**config.mk**
```make
export PLATFORM = sky130hd
export DESIGN_NAME = dapu_top
export DESIGN_NICKNAME = d
export VERILOG_FILES = /design/src/hdl/dapu_pkg.sv /design/src/hdl/dapu_upd_if.sv /design/src/hdl/dapu_top.sv /design/src/hdl/dapu_step_sel.sv /design/src/hdl/dapu_modulo.sv
export SDC_FILE = /design/constraint.sdc
export NUM_CORES = 1
export LEC_CHECK = 0
export BUFFER_PORTS_ARGS = -buffer_cell sky130_fd_sc_hd__buf_2
export CORE_MARGIN = 5
export CORE_UTILIZATION = 55
export DETAILED_ROUTE_END_ITERATION = 8
export PLACE_DENSITY_LB_ADDON = 0.05
export SETUP_SLACK_MARGIN = 0.5
export SLEW_MARGIN = 10
export SYNTH_ARGS = -nofsm -noshare
export SYNTH_HDL_FRONTEND = slang
export SYNTH_SLANG_ARGS = --single-unit
```
**constraint.sdc**
```tcl
create_clock -name mclk -period 5.7 [get_ports mclk]
set_input_delay 0.855 -clock mclk [delete_from_list [all_inputs] [get_ports mclk]]
set_output_delay 0.855 -clock mclk [all_outputs]
set_load 0.1 [all_outputs]
```
**src/hdl/dapu_pkg.sv**
```systemverilog
// Constants, types and helpers shared by the address pointer unit.
// Assumes one core clock; decode, status bits and registers share it.
// Function
// - Four indirect, two direct, four step index, two extension, two modulo registers.
// - First modulo config governs pointers zero/one, second governs two/three.
// - Status two bits 15..12 pick each pointer's bank, alternate on one.
// - Bank define loads all four bank bits, immediate bit n for pointer n.
// - A pointer's bank also switches its index and extension index.
// - Bank bits change by bank define, single bit op or status two write.
// - Single access: pointer bit 15 picks X or Y, bits 14..0 address.
// - Status zero bits 15..12 enable modulo update per pointer.
// - Dual access: pointer zero or one on X, pointer three on Y.
// - All registers read and write as 16 bits, zero-extended to 24.
// - Up to two 15-bit addresses per cycle, each post-modified.
// - Linear update is 16-bit two's complement addition of the step.
// - Ordinary steps are signed four bits, minus eight to plus seven.
// - Wide enable on pointer zero or three widens step to eight bits.
// - Reads use step bits 3..0 or 7..4, writes 11..8 or 15..12.
// - The instruction selects which of the four step fields applies.
// - Modulo config bits 12..10 give size, bits 9..0 upper boundary.
// - Modulo wraps low k bits at upper or lower boundary, else adds.
// - Current pointer drives the address; modified value written back.
// - With wide enable, index zero or three accesses the extension register.
package dapu_pkg;
	localparam int DW = 16;
	localparam int AW = 15;
	localparam int OW = 24;
	localparam int SEL_BIT = 15;
	localparam int MC_SZ_LO = 10;
	localparam int NIB = 4;
	localparam logic [4:0] RI_PTR = 5'h00;
	localparam logic [4:0] RI_DPTR = 5'h04;
	localparam logic [4:0] RI_SD = 5'h06;
	localparam logic [4:0] RI_MC = 5'h0A;
	localparam logic [4:0] RI_END = 5'h0C;
	localparam logic [15:0] RST_VAL = 16'h0000;
	localparam logic [3:0] BANK_RST = 4'h0;
	localparam logic [4:0] K_MAX = 5'h0A;
	localparam logic [4:0] K_OFS = 5'h02;
	localparam logic [4:0] K_FULL = 5'h10;

	typedef logic [15:0] dapu_word_t;

	// Low-bit mask for a modulo size code; code zero stands for 1024.
	function automatic dapu_word_t dapu_mask(input logic [2:0] code);
		logic [4:0] k;
		k = (code == 3'h0) ? K_MAX : ({2'h0, code} + K_OFS);
		return 16'hFFFF >> (K_FULL - k);
	endfunction

	// Sign-extends a four or eight bit step to a full word.
	function automatic dapu_word_t dapu_sext(input logic [7:0] v, input logic wide);
		return wide ? {{8{v[7]}}, v} : {{12{v[3]}}, v[3:0]};
	endfunction

	// Pointers zero and three own an extension index register.
	function automatic logic dapu_has_ext(input logic [1:0] n);
		return (n == 2'h0) || (n == 2'h3);
	endfunction
endpackage

```
**src/hdl/dapu_upd_if.sv**
```systemverilog
// Interface joining one pointer channel to its step and modulo logic.
// Assumes the top module drives pointer, index and configuration.
`timescale 1ns/100ps
`default_nettype none
interface dapu_upd_if(input wire logic mclk, input wire logic nrst);
	logic [15:0] ptr;
	logic [15:0] idx;
	logic [15:0] ext;
	logic [15:0] step;
	logic [15:0] mcfg;
	logic [15:0] nxt;
	logic [1:0] fsel;
	logic wide;
	logic mod_en;
	modport top(output ptr, idx, ext, fsel, wide, mcfg, mod_en, input nxt);
	modport stp(input mclk, nrst, idx, ext, fsel, wide, output step);
	modport mdl(input mclk, nrst, ptr, step, mcfg, mod_en, output nxt);
endinterface
`default_nettype wire

```
**src/hdl/dapu_top.sv**
```systemverilog
// Address pointer unit: pointer registers, banks and two address channels.
// Assumes decode, status bits and the internal data bus share mclk.
`timescale 1ns/100ps
`default_nettype none
module dapu_top(
	input wire logic mclk,
	input wire logic nrst,
	input wire logic reg_wr,
	input wire logic reg_rd,
	input wire logic [4:0] reg_idx,
	input wire dapu_pkg::dapu_word_t reg_wdata,
	output logic [dapu_pkg::OW-1:0] reg_rdata,
	input wire logic status2_wr,
	input wire logic [3:0] status2_bank,
	input wire logic bank_define_op,
	input wire logic [3:0] bank_imm,
	input wire logic bank_bit_wr,
	input wire logic [1:0] bank_bit_idx,
	input wire logic bank_bit_val,
	input wire logic [3:0] modulo_enable,
	input wire logic wide_step_enable,
	input wire logic acc_valid,
	input wire logic acc_dual,
	input wire logic acc_x_ptr1,
	input wire logic [1:0] acc_ptr,
	input wire logic acc_direct,
	input wire logic acc_write,
	input wire logic acc_step_hi,
	input wire logic acc_upd,
	output logic [dapu_pkg::AW-1:0] x_addr_bus,
	output logic [dapu_pkg::AW-1:0] y_addr_bus,
	output logic x_addr_vld,
	output logic y_addr_vld,
	output logic [3:0] bank_select
);
	import dapu_pkg::*;

	// Register storage; in the banked arrays the first index is the bank.
	dapu_word_t ptr_q [2][4];
	dapu_word_t sd_q [2][4];
	dapu_word_t sdx_q [2][2];
	dapu_word_t dp_q [2];
	dapu_word_t mc_q [2];
	logic [3:0] bank_q;
	logic [3:0] bank_d;
	logic [OW-1:0] rdata_q;
	logic [AW-1:0] xa_q;
	logic [AW-1:0] ya_q;
	logic xv_q;
	logic yv_q;

	// Channel pointer choice: channel one only serves dual accesses.
	wire [1:0] pn [2];
	wire bk [2];
	wire [15:0] cur [2];
	wire [15:0] nxt [2];
	wire [15:0] stp [2];
	assign pn[0] = acc_dual ? {1'b0, acc_x_ptr1} : acc_ptr;
	assign pn[1] = 2'h3;
	assign bk[0] = bank_q[pn[0]];
	assign bk[1] = bank_q[pn[1]];

	// Post-modification requests, one per channel.
	wire go0 = acc_valid & acc_upd & ~acc_direct;
	wire [1:0] go = {go0 & acc_dual, go0};

	// Register bus decode.
	wire in_ptr = reg_idx < RI_DPTR;
	wire in_dp = (reg_idx >= RI_DPTR) && (reg_idx < RI_SD);
	wire in_sd = (reg_idx >= RI_SD) && (reg_idx < RI_MC);
	wire in_mc = (reg_idx >= RI_MC) && (reg_idx < RI_END);
	wire [4:0] sd_off = reg_idx - RI_SD;
	wire rbk_p = bank_q[reg_idx[1:0]];
	wire rbk_s = bank_q[sd_off[1:0]];
	wire use_ext = in_sd & wide_step_enable & dapu_has_ext(sd_off[1:0]);

	// Readback selection; unmapped indices read as zero.
	wire [15:0] rd_val = in_ptr ? ptr_q[rbk_p][reg_idx[1:0]] :
		in_dp ? dp_q[reg_idx[0]] :
		use_ext ? sdx_q[rbk_s][sd_off[0]] :
		in_sd ? sd_q[rbk_s][sd_off[1:0]] :
		in_mc ? mc_q[reg_idx[0]] : RST_VAL;

	// One interface and one modifier pair per channel.
	dapu_upd_if ifc[2] (.mclk(mclk), .nrst(nrst));

	for (genvar c = 0; c < 2; c++) begin : g_ch
		assign ifc[c].ptr = ptr_q[bk[c]][pn[c]];
		assign ifc[c].idx = sd_q[bk[c]][pn[c]];
		assign ifc[c].ext = sdx_q[bk[c]][pn[c][0]];
		assign ifc[c].wide = wide_step_enable & dapu_has_ext(pn[c]);
		assign ifc[c].fsel = {acc_write, acc_step_hi};
		assign ifc[c].mcfg = mc_q[pn[c][1]];
		assign ifc[c].mod_en = modulo_enable[pn[c]];
		assign cur[c] = ifc[c].ptr;
		assign nxt[c] = ifc[c].nxt;
		assign stp[c] = ifc[c].step;

		dapu_step_sel u_stp (
			.u(ifc[c])
		);

		dapu_modulo u_mod (
			.u(ifc[c])
		);
	end

	// Pointer registers: modified value written back; a bus write wins.
	always_ff @(posedge mclk) begin
		if (!nrst) begin
			for (int b = 0; b < 2; b++) begin
				for (int i = 0; i < 4; i++) begin
					ptr_q[b][i] <= RST_VAL;
				end
			end
		end else begin
			for (int c = 0; c < 2; c++) begin
				if (go[c]) begin
					ptr_q[bk[c]][pn[c]] <= nxt[c];
				end
			end
			if (reg_wr && in_ptr) begin
				ptr_q[rbk_p][reg_idx[1:0]] <= reg_wdata;
			end
		end
	end

	// Step index and extension registers.
	always_ff @(posedge mclk) begin
		if (!nrst) begin
			for (int b = 0; b < 2; b++) begin
				for (int i = 0; i < 4; i++) begin
					sd_q[b][i] <= RST_VAL;
				end
				sdx_q[b][0] <= RST_VAL;
				sdx_q[b][1] <= RST_VAL;
			end
		end else if (reg_wr && use_ext) begin
			sdx_q[rbk_s][sd_off[0]] <= reg_wdata;
		end else if (reg_wr && in_sd) begin
			sd_q[rbk_s][sd_off[1:0]] <= reg_wdata;
		end
	end

	// Direct pointers and modulo configuration, never banked.
	always_ff @(posedge mclk) begin
		if (!nrst) begin
			dp_q[0] <= RST_VAL;
			dp_q[1] <= RST_VAL;
			mc_q[0] <= RST_VAL;
			mc_q[1] <= RST_VAL;
		end else if (reg_wr && in_dp) begin
			dp_q[reg_idx[0]] <= reg_wdata;
		end else if (reg_wr && in_mc) begin
			mc_q[reg_idx[0]] <= reg_wdata;
		end
	end

	// Bank bits: define op first, then single bit op, then status write.
	wire [3:0] bit_m = 4'h1 << bank_bit_idx;
	wire [3:0] bit_v = bank_bit_val ? (bank_q | bit_m) : (bank_q & ~bit_m);
	assign bank_d = bank_define_op ? bank_imm :
		bank_bit_wr ? bit_v :
		status2_wr ? status2_bank : bank_q;

	always_ff @(posedge mclk) begin
		if (!nrst) begin
			bank_q <= BANK_RST;
		end else begin
			bank_q <= bank_d;
		end
	end

	// Address source: direct pointer or channel zero, bit 15 steers.
	wire [15:0] src = acc_direct ? dp_q[acc_ptr[0]] : cur[0];
	wire x_hit = acc_valid & (acc_dual | ~src[SEL_BIT]);
	wire y_hit = acc_valid & (acc_dual | src[SEL_BIT]);
	wire [AW-1:0] ya_d = acc_dual ? cur[1][AW-1:0] : src[AW-1:0];

	// Address bus registers hold the last address between accesses.
	always_ff @(posedge mclk) begin
		if (!nrst) begin
			xv_q <= 1'b0;
			yv_q <= 1'b0;
			xa_q <= '0;
			ya_q <= '0;
		end else begin
			xv_q <= x_hit;
			yv_q <= y_hit;
			xa_q <= x_hit ? src[AW-1:0] : xa_q;
			ya_q <= y_hit ? ya_d : ya_q;
		end
	end

	// Read data register, zero-extended to the wide operand.
	always_ff @(posedge mclk) begin
		if (!nrst) begin
			rdata_q <= '0;
		end else if (reg_rd) begin
			rdata_q <= {8'h00, rd_val};
		end
	end

	assign reg_rdata = rdata_q;
	assign x_addr_bus = xa_q;
	assign y_addr_bus = ya_q;
	assign x_addr_vld = xv_q;
	assign y_addr_vld = yv_q;
	assign bank_select = bank_q;

	// Checks on the unit's own outputs and state.
	property p_dual_y;
		@(posedge mclk) disable iff (!nrst)
		(acc_valid && acc_dual) |=> y_addr_vld && x_addr_vld && (y_addr_bus == $past(cur[1][AW-1:0]));
	endproperty
	a_dual_y: assert property (p_dual_y) else $error("Dual access Y address not from pointer three.");

	property p_single_one;
		@(posedge mclk) disable iff (!nrst)
		(acc_valid && !acc_dual) |=> (x_addr_vld != y_addr_vld) && (y_addr_vld == $past(src[SEL_BIT]));
	endproperty
	a_single_one: assert property (p_single_one) else $error("Single access steered to wrong space.");

	property p_linear;
		@(posedge mclk) disable iff (!nrst)
		(go[0] && !ifc[0].mod_en && !reg_wr) |=> ptr_q[$past(bk[0])][$past(pn[0])] == $past(cur[0] + stp[0]);
	endproperty
	a_linear: assert property (p_linear) else $error("Linear post-modify wrong.");

	property p_bank_def;
		@(posedge mclk) disable iff (!nrst)
		bank_define_op |=> bank_select == $past(bank_imm);
	endproperty
	a_bank_def: assert property (p_bank_def) else $error("Bank define not loaded.");

	property p_bank_bit;
		@(posedge mclk) disable iff (!nrst)
		(bank_bit_wr && !bank_define_op) |=> bank_select[$past(bank_bit_idx)] == $past(bank_bit_val);
	endproperty
	a_bank_bit: assert property (p_bank_bit) else $error("Bank bit op not applied.");

	property p_rst;
		@(posedge mclk) disable iff (!nrst)
		$rose(nrst) |-> (bank_select == BANK_RST) && !x_addr_vld && (ptr_q[0][3] == RST_VAL) && (mc_q[1] == RST_VAL);
	endproperty
	a_rst: assert property (p_rst) else $error("State not cleared by reset.");

	property p_rd_ext;
		@(posedge mclk) disable iff (!nrst)
		(reg_wr && reg_idx == RI_MC) ##1 (reg_rd && !reg_wr && reg_idx == RI_MC)
			|=> reg_rdata == {8'h00, $past(reg_wdata, 2)};
	endproperty
	a_rd_ext: assert property (p_rd_ext) else $error("Readback not zero-extended write value.");

	// Pointer bits above the modulo window of channel zero, which an update must keep.
	wire [15:0] keep0 = ~dapu_mask(ifc[0].mcfg[MC_SZ_LO +: 3]);

	property p_dual_x;
		@(posedge mclk) disable iff (!nrst)
		(acc_valid && acc_dual && !acc_direct) |=> x_addr_bus == $past(cur[0][AW-1:0]);
	endproperty
	a_dual_x: assert property (p_dual_x) else $error("Dual access X address not from pointer zero or one.");

	property p_single_x;
		@(posedge mclk) disable iff (!nrst)
		(acc_valid && !acc_dual && !src[SEL_BIT]) |=> x_addr_bus == $past(src[AW-1:0]);
	endproperty
	a_single_x: assert property (p_single_x) else $error("Single X address not from pointer low bits.");

	property p_direct_keep;
		@(posedge mclk) disable iff (!nrst)
		(acc_valid && acc_direct && !reg_wr) |=> ptr_q[$past(bk[0])][$past(pn[0])] == $past(cur[0]);
	endproperty
	a_direct_keep: assert property (p_direct_keep) else $error("Direct access modified an indirect pointer.");

	property p_mod_upper;
		@(posedge mclk) disable iff (!nrst)
		(go[0] && ifc[0].mod_en && !reg_wr) |=> (ptr_q[$past(bk[0])][$past(pn[0])] & $past(keep0)) == $past(cur[0] & keep0);
	endproperty
	a_mod_upper: assert property (p_mod_upper) else $error("Modulo update touched bits above the window.");

	property p_status_wr;
		@(posedge mclk) disable iff (!nrst)
		(status2_wr && !bank_define_op && !bank_bit_wr) |=> bank_select == $past(status2_bank);
	endproperty
	a_status_wr: assert property (p_status_wr) else $error("Status two write did not load the banks.");

	property p_rd_zero;
		@(posedge mclk) disable iff (!nrst)
		reg_rd |=> reg_rdata[OW-1:DW] == 8'h00;
	endproperty
	a_rd_zero: assert property (p_rd_zero) else $error("Read data upper byte not zero.");

	property p_vld_idle;
		@(posedge mclk) disable iff (!nrst)
		!acc_valid |=> !x_addr_vld && !y_addr_vld;
	endproperty
	a_vld_idle: assert property (p_vld_idle) else $error("Address valid without an access.");

	property p_bus_hold;
		@(posedge mclk) disable iff (!nrst)
		!acc_valid |=> $stable(x_addr_bus) && $stable(y_addr_bus);
	endproperty
	a_bus_hold: assert property (p_bus_hold) else $error("Address bus moved without an access.");
endmodule
`default_nettype wire

```
**src/hdl/dapu_step_sel.sv**
```systemverilog
// Step selection: picks one nibble field, with the extension nibble above it when wide, and sign-extends it.
// Assumes the top module has already chosen bank and extension register.
`timescale 1ns/100ps
`default_nettype none
module dapu_step_sel(
	dapu_upd_if.stp u
);
	import dapu_pkg::*;

	// Field select: bit 1 is write, bit 0 the high field of the pair.
	wire [3:0] nib_lo = u.idx[{u.fsel, 2'b00} +: NIB];
	wire [3:0] nib_hi = u.ext[{u.fsel, 2'b00} +: NIB];

	// The extension nibble becomes the upper half of a wide step.
	assign u.step = dapu_sext({nib_hi, nib_lo}, u.wide);

	property p_narrow_range;
		@(posedge u.mclk) disable iff (!u.nrst)
		!u.wide |-> ($signed(u.step) >= -16'sd8) && ($signed(u.step) <= 16'sd7) && (u.step[3:0] == nib_lo);
	endproperty
	a_narrow_range: assert property (p_narrow_range) else $error("Narrow step out of range.");

	property p_wide_step;
		@(posedge u.mclk) disable iff (!u.nrst)
		u.wide |-> (u.step[7:4] == nib_hi) && ($signed(u.step) >= -16'sd128) && ($signed(u.step) <= 16'sd127);
	endproperty
	a_wide_step: assert property (p_wide_step) else $error("Wide step not built from extension.");
endmodule
`default_nettype wire

```
**src/hdl/dapu_modulo.sv**
```systemverilog
// Post-modifier of one pointer: linear add or modulo wraparound.
// Assumes software keeps pointers and steps inside the modulo size.
`timescale 1ns/100ps
`default_nettype none
module dapu_modulo(
	dapu_upd_if.mdl u
);
	import dapu_pkg::*;

	// Size code gives the mask of the k low bits that may change.
	wire [15:0] mask = dapu_mask(u.mcfg[MC_SZ_LO +: 3]);
	wire [15:0] low = u.ptr & mask;
	wire [15:0] ub = {6'h00, u.mcfg[9:0]} & mask;
	wire pos = ~u.step[15] & (u.step != RST_VAL);
	wire neg = u.step[15];
	wire [15:0] lin = u.ptr + u.step;
	wire [15:0] wrap_lo = (pos && low == ub) ? RST_VAL : (neg && low == RST_VAL) ? ub : (lin & mask);

	// Upper bits hold still under modulo; the whole word moves otherwise.
	assign u.nxt = u.mod_en ? ((u.ptr & ~mask) | wrap_lo) : lin;

	property p_wrap_up;
		@(posedge u.mclk) disable iff (!u.nrst)
		(u.mod_en && pos && low == ub) |-> ((u.nxt & mask) == RST_VAL) && ((u.nxt & ~mask) == (u.ptr & ~mask));
	endproperty
	a_wrap_up: assert property (p_wrap_up) else $error("Modulo upper wrap wrong.");

	property p_wrap_down;
		@(posedge u.mclk) disable iff (!u.nrst)
		(u.mod_en && neg && low == RST_VAL) |-> (u.nxt & mask) == ub;
	endproperty
	a_wrap_down: assert property (p_wrap_down) else $error("Modulo lower wrap wrong.");
endmodule
`default_nettype wire

```
Word level (Yosys, flattened, before mapping) --
Memory sizes are Yosys's and may differ from the RTL's. A register that Yosys moved wholly into a read port is not among the register bits. Index checks and enable logic that the tools add are counted.
Storage, ports and cells: flip-flop bits (word level) 52, RAM bits 384, input port bits 53, logic and storage cells 221, memories kept 5
Cells by class: add/subtract/negate cells 7, $lt $le $gt $ge 19, eq/ne operators 4, shifts and indexed selects 7, multiplexer cells 104, bitwise gates (word level) 36, reductions and logical operators 33
Memories:
- ptr_q | depth 2, width 64, rd ports 3, clocked after memory_dff 1, write ports 3, RTL line dapu_top.sv:39 | dapu_word_t ptr_q [2][4];
- sd_q | depth 2, width 64, rd ports 3, clocked after memory_dff 1, write ports 2, RTL line dapu_top.sv:40 | dapu_word_t sd_q [2][4];
- sdx_q | depth 2, width 32, rd ports 3, clocked after memory_dff 1, write ports 2, RTL line dapu_top.sv:41 | dapu_word_t sdx_q [2][2];
- dp_q | depth 2, width 16, rd ports 2, clocked after memory_dff 0, write ports 2, RTL line dapu_top.sv:42 | dapu_word_t dp_q [2];
- mc_q | depth 2, width 16, rd ports 3, clocked after memory_dff 0, write ports 2, RTL line dapu_top.sv:43 | dapu_word_t mc_q [2];
Operator list (count):
- $mux 16 | 34
- $mux 64 | 8
- $reduce_or 64->1 | 3
- $bmux 16 s2 | 4
- $and 16x16->16 | 6
- $demux 16 s2 | 3
- $mux 32 | 3
- $shiftx 16x5->4 | 4
- $mux 1 | 38
- $add 16x16->16 | 2
- $and 10x16->16 | 2
- $eq 16x16->1 | 2
- $logic_not 16->1 | 2
- $not 16->16 | 2
- $or 16x16->16 | 2
- $reduce_bool 16->1 | 2
- $reduce_or 16->1 | 2
- $reduce_or 32->1 | 1
- $shr 16x5->16 const A | 2
- $demux 16 s1 | 1
- $logic_and 1x1->1 | 16
- $mux 4 | 4
- $mux 15 | 1
- $and 1x1->1 | 10
- 28 further kinds | 56

Depth between registers and ports, before layout --
An unclocked memory read counts as a cell.
depth after elaboration 16, mapped depth 29, gate-level depth less buffers 24

By module --
A second synthesis with hierarchy kept.
Second synthesis, totals: cell total of the unflattened synthesis 3083, area, all modules 30111.4 um^2
Modules (own cells, without submodules):
- dapu_top | times used 1, cells an instance 2496, area each 25709.7 um^2
- dapu_modulo at g_ch[1].u_mod | times used 1, cells an instance 279, area each 1893.1 um^2
- dapu_modulo at g_ch[0].u_mod | times used 1, cells an instance 264, area each 1855.5 um^2
- dapu_step_sel | times used 2, cells an instance 22, area each 326.6 um^2

Worst setup path before layout --
OpenSTA, ideal clock, no wires.
path type input to register, start input port acc_ptr[0], end memory ptr_q[0][12] (netlist bit), data pin, arrival time 5708 ps, required time 5440 ps, slack -268 ps, stages on the path 26, buffers on the path 9, path through buf_6 mux2i_1 buf_4 buf_2 buf_4 buf_2 buf_2 buf_2 ha_1 and2_1 buf_1 o311ai_0 a211oi_1 or2_2 buf_2 inv_1 ha_1 or3_1 nand3b_1 a31o_2 a21oi_1 xor2_1 or3_1 o221ai_2 o2bb2ai_1 mux2_2
RTL lines:
- start: declaration | RTL line dapu_top.sv:25 | input wire logic [1:0] acc_ptr,
- end: declaration | RTL line dapu_top.sv:39

==> results_dict.tcl <==
set metrics [dict create \
    grt_use_total 0.3799 \
    ir_drop_v 0.0002546 \
    clkSinkCount 437 \
    combPwrFrac 0.299 \
    worst_pin_slew_ns 1.172 \
    fin_crit_ns 5.304 \
    die_area_mm2 0.05708 \
    antenna_left 0 \
    synth_top_area_share 0.4001 \
    internal_power_uw 6861 \
    powerDensity_mw_per_mm2 306.2 \
    rows 83 \
    finalSetupTns_ns 0 \
    synthToLayoutAreaGrowth_pct 16.78 \
    fmax_ghz 0.1886 \
    rrSetupSlack_ns 0.41 \
    finalMaxSlewViolations 0 \
    crit_type "input pin to flop" \
    p_sw_frac 0.3341 \
    wl_per_cell_um 31.14 \
    worstSkewPairLatency_ns 0.62 \
    clock_skew_ns 0.04954 \
    die_h_um 238.9 \
    cp.required_ns 6.06 \
    initial_utilization 0.5584 \
    avgSynthCellArea_um2 10.63 \
    netlist_area_mm2 0.02882 \
    path_cells "buf_12 -> mux2_4 -> buf_4 -> buf_4 -> a211oi_4 -> buf_4 -> nand2_1 -> buf_4 -> buf_4 -> a211oi_1 -> buf_4 -> o32ai_2 -> a32oi_1 -> o211ai_1 -> nor4_4 -> nand2_4 -> a221oi_2 -> nor2_4 -> a22o_1" \
    wirelength_um 112300 \
    async_flop_share 0 \
    grt_max_degree 77 \
    status "finished, final reports clean" \
    hold_viol 0 \
    post-route-period-util 0.9305 \
    place.gp.congestion 0.9977 \
    endpoint "ptr_q[0][63]" \
    synth_top_cell_by_area "edfxtp_1" \
    viasPerCell 7.027 \
    synth_area_leaders "edfxtp_1 40%, mux4_2 8.9%, mux2i_1 6.1%" \
    io_buffer_count 104 \
    antenna_found_initial 9 \
    hold_ws_ns 0.4950 \
    crit_fanout 8 \
    rsz0062_at_grt "yes" \
    synth_cells 2711 \
    synth-edff-count 384 \
    crit_path_max_incr_delay_ns 0.57 \
    dr.first_iter.drc_count 3863 \
    vias 25340 \
    crit_path_end_kind "flop" \
    cp.arrival_ns 5.67 \
    core_mm2 0.05161 \
    startpoint "acc_ptr[0]" \
    hold_path.startpoint "y_addr_bus[11]" \
    p_clk_frac 0.336 \
    hpwl_um 81510 \
    h-tree-depth 2 \
    die_w_um 238.9 \
    grt_first_pass_wirelength_um 161000 \
    clkTransAtPathRegs_ns 0.06 \
    crit_path_frequent_cell "buf_4" \
    cts_buffers 48 \
    yosysSeqAreaShare 0.4369 \
    grt_pass1_vias 23870 \
    crit_slowest_cell "a211oi_1" \
    p_switching_uw 3443 \
    worstHoldPathType "flop to flop" \
    ys_seq_elements 437 \
    drv_cap 0 \
    synth_warnings 0 \
    yosysUniqueCellTypes 109 \
    drc 0 \
    boundaryPins 113 \
    relSlewSlack 0.2156 \
    cts-root-buf "clkbuf_16" \
    nets 2988 \
    reg2reg_depth 18 \
    worstReg2RegEnd "ptr_q[0][63]" \
    clock_path_buffers 3 \
    cts_tree "yes" \
    worstSetupStartpointType "input pin" \
    drtPass1Iterations 6 \
    grt-ovfl-total 0 \
    setup_violations 0 \
    leakagePower_uw 0.01361 \
    ys.flop_type "edfxtp_1" \
    power_frac_seq 0.365 \
    drive_above_1_share 0.2565 \
]
-- cells by family (layout without fill, tap and decap cells) --
family / count (synthesis) / after routing / synth area share
AO/OA/AOI/OAI: 628 / 628 / 0.1521
XOR/XNOR: 33 / 33 / 0.01003
adder cells (fa/ha/maj): 50 / 50 / 0.02223
multiplexers: 331 / 331 / 0.1663
flip-flops: 437 / 437 / 0.4369
other: 1 / 10 / 0.0001301
buffers and inverters: 299 / 505 / 0.04493
AND/OR/NAND/NOR: 932 / 932 / 0.1673
-- state kept, by name, indices dropped and copies added (netlist names), 15 cells and up, named ones only --
signal,cells
mc_q,32
sd_q,128
dp_q,32
sdx_q,64
reg_rdata,16
ptr_q,128
y_addr_bus,15
x_addr_bus,15
-- routing by layer --
metal  vias to the layer above  track usage  wire length, um
met5                         -            0               68
met4                         4       0.1563             5622
met3                       284      0.07730            15250
met2                      1941       0.5681            48420
met1                     12430       0.5461            42930
li1                      10680            -                -
-- how the worst min path moves through the flow --
stage                                 to  slack (ns)  depth (start not counted)
after global routing       y_addr_bus[5]        0.51                          1
after global placement     y_addr_bus[2]        0.48                          1
after floorplan            reg_rdata[13]        0.72                          4
after CTS                  y_addr_bus[5]        0.50                          1
final                     y_addr_bus[11]        0.50                          1
after detailed placement   y_addr_bus[5]        0.49                          1
-- cell type report --
class,count,area (um^2)
Antenna cell,2,5.005
Inverter,57,216.5
Sequential cell,437,12600
Timing Repair Buffer,359,2713
Fill cell,3994,17960
Clock inverter,33,457.9
Tap cell,680,850.8
Multi-Input combinational cell,1982,15550
Clock buffer,56,1262
-- placed cells by master, fill, tap and decap left out, types with 19 or more instances in the layout --
cell | synthesis | routed
and2_1 | 172 | 172
mux2_2 | 36 | 34
a31oi_1 | 37 | 35
nand3_1 | 81 | 80
ha_1 | 48 | 44
mux2i_1 | 177 | 171
o21ai_0 | 180 | 151
o221ai_1 | 23 | 22
nand2_1 | 267 | 258
nor3_1 | 29 | 27
o211ai_1 | 24 | 24
inv_1 | 54 | 51
and3_1 | 98 | 96
a21oi_1 | 92 | 80
clkbuf_16 | 0 | 49
edfxtp_1 | 384 | 384
nor2_1 | 134 | 130
buf_6 | 9 | 24
o21ai_2 | 1 | 19
a22o_1 | 37 | 37
or3_1 | 24 | 21
buf_2 | 24 | 100
buf_4 | 14 | 221
nor2b_1 | 24 | 20
o21ai_1 | 11 | 19
mux4_2 | 114 | 114
dfxtp_1 | 53 | 50
-- timing repair --
action / 4_1_cts / 5_1_grt
pin swaps: 29 / 52
cloned: 2 / 0
gates resized for setup: 39 / 93
buffers inserted: 24 / 11
setup endpoints to repair: 35 / 94
hold buffers: 0 / 0
-- critical path: cells and delay by family --
kind	cells	cell delay, ns
and+or+nand+nor	4	1.02
muxes	1	0.31
AOI/OAI and AO/OA	7	2.30
buffers and inverters	7	1.17
-- metrics by stage --
| stage | util | instance area [um^2] | setup slack, ns | power [uW] | cells |
|---|---|---|---|---|---|
| after detailed placement | 0.6014 | 31040 | -0.4222 | 6530 | 3478 |
| after global routing | 0.6520 | 33650 | 0.2435 | 10560 | 3605 |
| after global placement | 0.6014 | 31040 | -0.4014 | 6492 | 3478 |
| after CTS | 0.6427 | 33170 | 0.3779 | 10030 | 3593 |
| final | 0.6521 | 33660 | 0.3964 | 10300 | 3606 |
| after floorplan | - | 29030 | 0.02387 | 5507 | 2718 |
-- Yosys cell counts (9+ instances only) --
cell type,number
clkbuf_1,178
a21o_1,18
ha_1,48
o21a_1,11
a22o_1,37
edfxtp_1,384
inv_1,54
o311ai_0,10
mux2i_1,177
o211ai_1,24
o211a_1,18
nor2b_1,24
a31oi_1,37
o22ai_1,12
nand4_1,14
o221ai_1,23
nor3_1,29
or3_1,24
or4_1,10
o31ai_1,16
o21ai_0,180
a21oi_1,92
xnor2_1,21
o221a_2,16
buf_1,15
and2_1,172
buf_2,24
nor2_1,134
buf_4,14
nand2_1,267
mux4_2,114
dfxtp_1,53
buf_6,9
nor4_1,21
and3_1,98
nand2b_1,16
nand3_1,81
o21ai_1,11
xor2_1,12
mux2_2,36
a211oi_1,20
-- power by group through the flow --
| stage | clock network, uW | registers, uW | logic [uW] |
|---|---|---|---|
| after floorplan | 0 | 3990 | 1520 |
| after global placement | 0 | 3820 | 2680 |
| after detailed placement | 0 | 3820 | 2710 |
| after CTS | 3460 | 3760 | 2810 |
| after global routing | 3590 | 3780 | 3190 |
| final | 3460 | 3760 | 3080 |
No activity file was read; power rests on OpenSTA's default activity.
